File: src/rtl/bic_defs.svh
// Purpose: offsets, field positions and reset values of the bridge id and command bank
// Assumes: configuration byte addresses, one aligned dword per access
// Notes:   definitions only
`ifndef BIC_DEFS_SVH
`define BIC_DEFS_SVH

`define BIC_ADDR_W          12
`define BIC_OFF_VENDOR      12'h000
`define BIC_OFF_DEVICE      12'h002
`define BIC_OFF_COMMAND     12'h004
`define BIC_DW_IDENT        10'h000
`define BIC_DW_COMMAND      10'h001
`define BIC_CMD_IO_BIT      0
`define BIC_CMD_MEM_BIT     1
`define BIC_CMD_FWD_BIT     2
`define BIC_CMD_SPECIAL_BIT 3
`define BIC_CMD_MWI_BIT     4
`define BIC_CMD_RESET       3'h0
`define BIC_RDATA_RESET     32'h0000_0000

`endif

File: src/rtl/bic_pkg.sv
// Purpose: types shared by the bridge id and command bank
// Assumes: nothing
// Notes:   request kinds as seen by the forwarding decisions
package bic_pkg;
  typedef enum logic [2:0] {
    BIC_REQ_MEM   = 3'h0,
    BIC_REQ_IO    = 3'h1,
    BIC_REQ_MSI   = 3'h2,
    BIC_REQ_CPL   = 3'h3,
    BIC_REQ_OTHER = 3'h4
  } bic_req_e;
  typedef logic [2:0] bic_cmd_t;
endpackage

File: src/rtl/bic_bridge_regs.sv
// Purpose: vendor/device identifiers and low command bits of a switch port bridge header
// Assumes: one configuration access at a time, held until cfg_ack_o
// Notes:   classification of requests and window hits comes from the port's decoders
`timescale 1ns/100ps
`include "bic_defs.svh"

module bic_bridge_regs #(
  parameter logic [15:0] VENDOR_CODE = 16'h0a5a, // arbitrary neutral value
  parameter logic [15:0] DEVICE_CODE = 16'h0c3c  // arbitrary neutral value
) (
  input  wire logic                   core_clk_i,
  input  wire logic                   srst_i,
  input  wire logic                   cfg_req_i,
  input  wire logic                   cfg_wr_i,
  input  wire logic [`BIC_ADDR_W-1:0] cfg_addr_i,
  input  wire logic [3:0]             cfg_byte_en_i,
  input  wire logic [31:0]            cfg_wdata_i,
  output logic      [31:0]            cfg_rdata_o,
  output logic                        cfg_ack_o,
  input  wire logic                   pri_req_valid_i,
  input  wire bic_pkg::bic_req_e      pri_req_kind_i,
  input  wire logic                   pri_in_io_win_i,
  input  wire logic                   pri_in_mem_win_i,
  output logic                        pri_claim_o,
  input  wire logic                   up_req_valid_i,
  input  wire bic_pkg::bic_req_e      up_req_kind_i,
  input  wire logic                   up_nonposted_i,
  output logic                        up_forward_o,
  output logic                        up_ur_o,
  output logic                        up_ur_cpl_o,
  output logic                        io_space_enable_o,
  output logic                        memory_space_enable_o,
  output logic                        request_forwarding_enable_o
);

  ////////////////////////////////////////////////////////////////////////////
  // configuration access: one-cycle ack after each cycle in which a request is taken

  bic_pkg::bic_cmd_t bridge_command;
  bic_pkg::bic_cmd_t next_bridge_command;
  logic [31:0]       next_cfg_rdata;
  logic              next_cfg_ack;
  logic [9:0]        dw_index;
  logic              take;

  assign dw_index = cfg_addr_i[`BIC_ADDR_W-1:2];
  // a request held across its ack cycle is not taken twice
  assign take     = cfg_req_i && !cfg_ack_o;

  // read mux and command update; unmapped dwords read zero and drop writes
  always_comb begin
    next_bridge_command = bridge_command;
    next_cfg_rdata      = cfg_rdata_o;
    next_cfg_ack        = take;
    if (take) begin
      next_cfg_rdata = `BIC_RDATA_RESET;
      if (dw_index == `BIC_DW_IDENT) begin
        next_cfg_rdata = {DEVICE_CODE, VENDOR_CODE};
      end else if (dw_index == `BIC_DW_COMMAND) begin
        // bits 4:3 and upper bits stay zero: no flop behind them
        next_cfg_rdata = {29'h0, bridge_command};
        if (cfg_wr_i && cfg_byte_en_i[0]) begin
          next_bridge_command = cfg_wdata_i[`BIC_CMD_FWD_BIT:`BIC_CMD_IO_BIT];
        end
      end
      if (cfg_wr_i) begin
        next_cfg_rdata = `BIC_RDATA_RESET;
      end
    end
  end

  // read data holds between accesses, so a slow master may pick it up late
  always_ff @(posedge core_clk_i) begin
    if (srst_i) begin
      bridge_command <= `BIC_CMD_RESET;
      cfg_rdata_o    <= `BIC_RDATA_RESET;
      cfg_ack_o      <= 1'b0;
    end else begin
      bridge_command <= next_bridge_command;
      cfg_rdata_o    <= next_cfg_rdata;
      cfg_ack_o      <= next_cfg_ack;
    end
  end

  assign io_space_enable_o           = bridge_command[`BIC_CMD_IO_BIT];
  assign memory_space_enable_o       = bridge_command[`BIC_CMD_MEM_BIT];
  assign request_forwarding_enable_o = bridge_command[`BIC_CMD_FWD_BIT];

  ////////////////////////////////////////////////////////////////////////////
  // forwarding decisions: combinational, so a new enable acts from the
  // cycle in which the write is acknowledged

  logic up_gated;

  // primary side claims only window hits of an enabled space
  always_comb begin
    pri_claim_o = 1'b0;
    if (pri_req_valid_i) begin
      if (pri_req_kind_i == bic_pkg::BIC_REQ_IO) begin
        pri_claim_o = pri_in_io_win_i && io_space_enable_o;
      end else if (pri_req_kind_i == bic_pkg::BIC_REQ_MEM) begin
        pri_claim_o = pri_in_mem_win_i && memory_space_enable_o;
      end
    end
  end

  // only memory, I/O and MSI requests are gated; completions and messages pass
  assign up_gated = (up_req_kind_i == bic_pkg::BIC_REQ_MEM) ||
                    (up_req_kind_i == bic_pkg::BIC_REQ_IO)  ||
                    (up_req_kind_i == bic_pkg::BIC_REQ_MSI);

  always_comb begin
    up_forward_o = 1'b0;
    up_ur_o      = 1'b0;
    up_ur_cpl_o  = 1'b0;
    if (up_req_valid_i) begin
      if (up_gated && !request_forwarding_enable_o) begin
        up_ur_o     = 1'b1;
        up_ur_cpl_o = up_nonposted_i;
      end else begin
        up_forward_o = 1'b1;
      end
    end
  end

  ////////////////////////////////////////////////////////////////////////////
  // checks
  // access checks look one edge after the taking edge, where the answer stands;
  // decision checks are same-cycle because the gating is combinational

  property p_ident_read;
    @(posedge core_clk_i) disable iff (srst_i)
      (take && !cfg_wr_i && dw_index == `BIC_DW_IDENT) |=> cfg_ack_o &&
        cfg_rdata_o == {DEVICE_CODE, VENDOR_CODE};
  endproperty
  a_ident_read: assert property (p_ident_read) else $error("ident read wrong");

  property p_device_half;
    @(posedge core_clk_i) disable iff (srst_i)
      (take && !cfg_wr_i && dw_index == `BIC_DW_IDENT) |=> cfg_rdata_o[31:16] == DEVICE_CODE;
  endproperty
  a_device_half: assert property (p_device_half) else $error("device id wrong");

  property p_io_gate;
    @(posedge core_clk_i) disable iff (srst_i)
      (pri_req_valid_i && pri_req_kind_i == bic_pkg::BIC_REQ_IO && !bridge_command[0])
        |-> !pri_claim_o;
  endproperty
  a_io_gate: assert property (p_io_gate) else $error("io claimed while disabled");

  property p_io_open;
    @(posedge core_clk_i) disable iff (srst_i)
      (pri_req_valid_i && pri_req_kind_i == bic_pkg::BIC_REQ_IO && pri_in_io_win_i &&
       bridge_command[0]) |-> pri_claim_o;
  endproperty
  a_io_open: assert property (p_io_open) else $error("enabled io hit not claimed");

  property p_mem_gate;
    @(posedge core_clk_i) disable iff (srst_i)
      (pri_req_valid_i && pri_req_kind_i == bic_pkg::BIC_REQ_MEM && pri_in_mem_win_i)
        |-> pri_claim_o == bridge_command[1];
  endproperty
  a_mem_gate: assert property (p_mem_gate) else $error("mem claim mismatch");

  property p_fwd_block;
    @(posedge core_clk_i) disable iff (srst_i)
      (up_req_valid_i && up_gated && !bridge_command[2]) |-> up_ur_o && !up_forward_o;
  endproperty
  a_fwd_block: assert property (p_fwd_block) else $error("blocked request forwarded");

  property p_ur_cpl;
    @(posedge core_clk_i) disable iff (srst_i)
      up_ur_cpl_o |-> up_nonposted_i && !bridge_command[2];
  endproperty
  a_ur_cpl: assert property (p_ur_cpl) else $error("ur completion misplaced");

  property p_cpl_free;
    @(posedge core_clk_i) disable iff (srst_i)
      (up_req_valid_i && (up_req_kind_i == bic_pkg::BIC_REQ_CPL ||
       up_req_kind_i == bic_pkg::BIC_REQ_OTHER)) |-> up_forward_o && !up_ur_o;
  endproperty
  a_cpl_free: assert property (p_cpl_free) else $error("completion gated");

  property p_ro_zero;
    @(posedge core_clk_i) disable iff (srst_i)
      (take && !cfg_wr_i && dw_index == `BIC_DW_COMMAND) |=> cfg_rdata_o[31:3] == 29'h0;
  endproperty
  a_ro_zero: assert property (p_ro_zero) else $error("read-only command bits set");

  property p_write_effect;
    @(posedge core_clk_i) disable iff (srst_i)
      (take && cfg_wr_i && dw_index == `BIC_DW_COMMAND && cfg_byte_en_i[0])
        |=> bridge_command == $past(cfg_wdata_i[2:0]) && cfg_ack_o;
  endproperty
  a_write_effect: assert property (p_write_effect) else $error("command write lost");

  property p_reset_clear;
    @(posedge core_clk_i) srst_i |=> bridge_command == 3'h0 && !cfg_ack_o;
  endproperty
  a_reset_clear: assert property (p_reset_clear) else $error("reset value wrong");

  c_cmd_write: cover property (@(posedge core_clk_i) disable iff (srst_i)
    take && cfg_wr_i && dw_index == `BIC_DW_COMMAND);
  c_ur_cpl:    cover property (@(posedge core_clk_i) disable iff (srst_i) up_ur_cpl_o);
  c_fwd_open:  cover property (@(posedge core_clk_i) disable iff (srst_i)
    up_forward_o && up_gated);
  c_io_claim:  cover property (@(posedge core_clk_i) disable iff (srst_i)
    pri_claim_o && pri_req_kind_i == bic_pkg::BIC_REQ_IO);

endmodule

File: config.mk
export PLATFORM = sky130hd
export DESIGN_NAME = bic_bridge_regs
export DESIGN_NICKNAME = d
export VERILOG_FILES = /design/src/rtl/bic_pkg.sv /design/src/rtl/bic_bridge_regs.sv
export VERILOG_INCLUDE_DIRS = /design/src /design/src/rtl
export SDC_FILE = /design/constraint.sdc
export NUM_CORES = 1
export LEC_CHECK = 0
export BUFFER_PORTS_ARGS = -buffer_cell sky130_fd_sc_hd__buf_2
export CORE_ASPECT_RATIO = 1.25
export CORE_MARGIN = 1.5
export CORE_UTILIZATION = 29
export DETAILED_ROUTE_END_ITERATION = 10
export GPL_TIMING_DRIVEN = 1
export PLACE_DENSITY = 0.9
export SLEW_MARGIN = 10
export SYNTH_ARGS = -nofsm -noshare
export SYNTH_HDL_FRONTEND = slang
export SYNTH_SLANG_ARGS = --single-unit
File: constraint.sdc
create_clock -name core_clk_i -period 1.4 [get_ports core_clk_i]
set_input_delay 0 -clock core_clk_i [delete_from_list [all_inputs] [get_ports core_clk_i]]
set_output_delay 0 -clock core_clk_i [all_outputs]
set_load 0.05 [all_outputs]
* Yosys cells after proc, flatten, opt, wreduce, memory -nomap -nowiden
Cells that the tools add are included.
** Word-level totals
- Register bits :: 36
- Input bits :: 63
- Output and inout port bits :: 40
- Word-level logic and storage cells :: 33
** Cells by class
- Equal/unequal tests :: 4
- Multiplexer cells :: 12
- Bitwise gates (word level) :: 1
- Reduce and logical (&&, ||, !) cells :: 13
** Operators by type and width (number)
- $mux W32 :: 1
- $mux W28 :: 1
- $eq A10 B1 Y1 const B :: 1
- $logic_not A10 Y1 :: 1
- $mux W1 :: 9
- $eq A3 B1 Y1 const B :: 2
- $logic_not A3 Y1 :: 2
- $logic_and A1 B1 Y1 :: 5
- $reduce_and A4 Y1 :: 1
- $eq A3 B2 Y1 const B :: 1
- $mux W3 :: 1
- $logic_not A1 Y1 :: 2
- $logic_or A1 B1 Y1 :: 2
- $not A1 Y1 :: 1

* Logic depth before layout (Yosys ltp)
- Word-level depth :: 6
- Depth in mapped cells :: 4
- Gate-level depth less buffers :: 3

* Worst setup path after synthesis
OpenSTA, ideal clock, no wires.
- Path type :: register to output
- From :: register bridge_command[2]
- To :: output port up_forward_o
- Data arrival time :: 1.485 ns
- Required time :: 1.400 ns
- Setup slack :: -0.085 ns
- Cell stages (with the launch flop) :: 3
- Buffers on the path :: 0
- Path through :: dfxtp_1 -> a211oi_1 -> nor2b_1
** On the way
- Longest elaborated chain between the ends :: 4
** RTL lines
- from (decl) :: RTL line bic_bridge_regs.sv:39 : bic_pkg::bic_cmd_t bridge_command;
- from (signal assigned) :: RTL line bic_bridge_regs.sv:75 : bridge_command <= `BIC_CMD_RESET;
- from (signal assigned) :: RTL line bic_bridge_regs.sv:79 : bridge_command <= next_bridge_command;
- $logic_not A1 Y1 :: RTL line bic_bridge_regs.sv:117 : if (up_gated && !request_forwarding_enable_o) begin
- $logic_and A1 B1 Y1 :: RTL line bic_bridge_regs.sv:117
- $mux W1 :: RTL line bic_bridge_regs.sv:117
- $mux W1 :: RTL line bic_bridge_regs.sv:116 : if (up_req_valid_i) begin
- to (decl) :: RTL line bic_bridge_regs.sv:28 : output logic up_forward_o,
Every way passes these cells.

* Final worst setup path
- From :: register bridge_command[1]
- To :: output port pri_claim_o
** On the way
- Longest elaborated chain between the ends :: 4
** RTL lines
- $logic_and A1 B1 Y1 :: RTL line bic_bridge_regs.sv:102 : pri_claim_o = pri_in_mem_win_i && memory_space_enable_o;
- $mux W1 :: RTL line bic_bridge_regs.sv:101 : end else if (pri_req_kind_i == bic_pkg::BIC_REQ_MEM) begin
- $mux W1 :: RTL line bic_bridge_regs.sv:99 : if (pri_req_kind_i == bic_pkg::BIC_REQ_IO) begin
- $mux W1 :: RTL line bic_bridge_regs.sv:98 : if (pri_req_valid_i) begin
- to (decl) :: RTL line bic_bridge_regs.sv:24 : output logic pri_claim_o,
Every way passes these cells.

==> summary.txt <==
Run status
  – Result of the run: complete, no violations

Critical path
  – Critical-path cell with the highest stage delay: dfxtp_1
  – Critical Path, Cell by Cell: nand2_1 > o21ai_0 > and3_1 > buf_2
  – Setup crit end kind: output port
  – Arrival time of the worst setup path: 1.26 ns
  – Worst setup path class: flop to output port
  – Critical Path Max Stage Delay: roughly 0.38 ns
  – Top delay family on crit path: flip-flops
  – Number of logic stages on the critical path including buffering: 4
  – CP max FO: 4
  – Crit path required time: 1.40 ns
  – Critical path startpoint category: flop
  – Reg2reg path depth: 3
  – Count of buffering cells on the critical path with inverters included: 1

Floorplan
  – Die footprint: ~2600 um2
  – I/O pin count: about 100
  – Standard cell core area: 2190 um2
  – Die Span Y: about 57 um
  – Initial cell density of the core: 0.308
  – Row count: 19
  – Width of the die: 46.1 um

GRT
  – Antenna violations before repair: 0
  – Remaining Overflow, GRT: 0
  – Pin count of the biggest net entering global routing: 14
  – Global-route track usage on met1: 0.111
  – Via count of the first global-routing pass: between 500 and 600
  – Met2 track demand over resource: 0.169
  – Most congested layer reported by global routing: met2
  – Global-route wire length before repair: 1970 um
  – Global routing usage on met3: 0.0579
  – Combined global-route utilization of all metal layers: 0.101

Clocking
  – Number of buffers on the longest clock path: 2
  – Clock edge transition at the registers on the reported setup and hold paths: about 0.050 ns
  – Num CTS Buffers: 3
  – Clock latency reported for the late side of the worst-skew pair: about 0.25 ns
  – # H-tree levels: 1
  – Sink count of the clock tree: 8
  – Cell at the root of the clock tree: clkbuf_4
  – CTS tree: yes

Finish
  – Fill cell total of the finished layout: 237
  – Multi-input gate area in the final layout: roughly 360 um2
  – Fin nets: 185
  – Area delta synth->final: 25.7%
  – Core Util, Final: 0.387
  – Diode count: 0
  – Flip-flop and latch area: between 150 and 200 um2
  – Share of cells above drive strength 1: 0.483

Pwr
  – Cell leakage power: ~0.00045 uW
  – Worst IR drop on VDD: approximately 0.60 mV
  – Internal power summed over all cells: roughly 380 uW
  – Net switching power of the design: roughly 240 uW
  – Pwr Density: 729 nW/um2
  – Portion of total power attributed to the clock network: 0.278
  – Register share of total power: 0.374
  – Combinational fraction of design power: 0.348
  – Share of total power consumed by net switching: 0.389

Worst hold path
  – Count of cells along the worst hold path: 3
  – Min-delay worst type: input pin to flop

Timing
  – Number of failing hold endpoints at the final stage: 0
  – Maximum clock skew at final layout: approximately 0.0046 ns
  – Min cycle time layout: between 1 and 1.5 ns
  – Final worst path period share: 0.903
  – Worst path setup slack after routing: ~0.14 ns
  – Count of final setup violators: 0
  – Peak Freq: ~790 MHz
  – Number of max-slew violations in the final report: 0
  – Min Hold Slack: about 0.005 ns
  – Setup total negative slack: 0 ns
  – Unrepaired setup endpoints after global routing: false

Logic synthesis
  – Biggest area consumer among synthesized cells: buf_4
  – Sequential share of the synthesized area: 0.238
  – Total of warnings raised by yosys: 0
  – Synthesized cell area: around 670 um2
  – Mean Syn Cell Area: roughly 8.5 um2
  – #FFs+latches synth: 8
  – Top area cells in the synthesized netlist: buf_4 32%, dfxtp_1 24%, nand2b_1 6.5%
  – Gate count of the mapped netlist: between 70 and 80
  – Area share of the leading cell type in the synthesized netlist: 0.323
  – Synth cell types: 21

Route
  – Average wire per cell in the routed design: ~9 um
  – DRC errors left: 0
  – Vias: ~620
  – Total wire length: 1360 um
  – Antenna Violating Nets Remaining: 0
  – Initial DRC Count: 2
  – Vias per cell: 4.13
  – Number of iterations in the first detailed-routing pass: 4

Placed design
  – Post-place setup slack: 0.213 ns
  – Number of I/O port buffers: 50
  – GP Congestion: between 0.7 and 0.8
  – Post-DP HPWL: 1150 um

Job
  – Max-cap check violation count: 0
[state kept, by name (all words and copies together) (netlist names)]
name,flops
cfg_ack_o,1
bridge_command,3
cfg_rdata_o,4
[worst min-delay path, delay by kind of cell]
| family | cells | cell delay [ns] |
|---|---|---|
| mux | 1 | 0.06 |
| buf+inv | 1 | 0.09 |
| simple gates | 1 | 0.05 |
[area by class of cell]
class	count	area share
clock buffers	3	0.0266
well taps	31	0.0459
flip-flops and latches	8	0.191
repair buffers	51	0.308
multi-input cells	58	0.429
[per-stage QoR]
| step | instance area (um2) | cells | power, uW |
|---|---|---|---|
| finish | 846 | 151 | 617 |
| global route | 846 | 151 | 644 |
| CTS | 841 | 151 | 622 |
| detailed placement | 808 | 147 | 446 |
| global placement | 808 | 147 | 443 |
| floorplan | 741 | 96 | 429 |
[routing by layer]
metal / share of wire / wire (um)
met5: 0 / 0
met3: 0.13 / 178
met2: 0.49 / 663
met4: 0 / 0
met1: 0.38 / 518
[what timing repair did]
action | in CTS | in global routing
endpoints found under the setup margin | 0 | 2
endpoints found under the hold margin | 1 | 0
buffers inserted | 0 | 0
resized for setup | 0 | 1
hold buffers | 1 | 0
[synth_stat cells]
master	count
nand2_1	3
and4_1	1
nor2_1	3
nor2b_1	4
and4bb_1	1
nand3b_1	2
a211oi_1	1
and2_1	2
nand3_1	2
conb_1	1
nand4_1	2
mux2i_1	3
a21oi_1	2
clkbuf_1	1
nor4_4	2
buf_4	29
dfxtp_1	8
nand2b_1	7
o41ai_1	2
o21ai_0	1
and3_1	2
[cells in the final DEF, fill, tap and decap left out]
master	Yosys	routed
and4bb_1	1	1
nand3_1	2	2
nor2b_2	0	1
mux2i_1	3	3
nand3b_1	2	2
and4_1	1	1
o41ai_1	2	2
nand2b_1	7	7
buf_2	0	50
nor2_1	3	3
dfxtp_1	8	7
a21oi_1	2	2
nor4_4	2	2
nand4_1	2	2
dfxtp_2	0	1
clkbuf_4	0	3
and3_1	2	2
nand2_1	3	3
dlygate4sd3_1	0	1
o21ai_0	1	1
conb_1	1	18
a211oi_2	0	1
nor2b_1	4	3
and2_1	2	2
[cells by family after synthesis]
logic type      after synthesis  synth area share
compound gates                6            0.0595
buf+inv                      30             0.329
mux                           3            0.0446
simple gates                 31             0.323
flops                         8             0.238
other cells                   1           0.00557
[power groups by stage]
stage                     combinational, uW  sequential (uW)  clock [uW]
after global routing                    227              231         186
final                                   215              231         171
after detailed placement                210              236           0
after CTS                               213              231         179
after global placement                  207              235           0
after floorplan                         187              241           0
[path summary, 6_finish.rpt]
kind	start	slack, ns	end
worst max register to register	cfg_ack_o$_SDFF_PP0_	0.21	bridge_command[1]$_SDFFE_PP0P_
worst max-delay path	bridge_command[1]$_SDFFE_PP0P_	0.14	pri_claim_o
worst min-delay path	cfg_wdata_i[2]	0.005	bridge_command[2]$_SDFFE_PP0P_
worst min register to register	cfg_rdata_o[2]$_SDFFE_PP0N_	0.45	cfg_rdata_o[2]$_SDFFE_PP0N_
No activity file was read; power rests on OpenSTA's default activity.
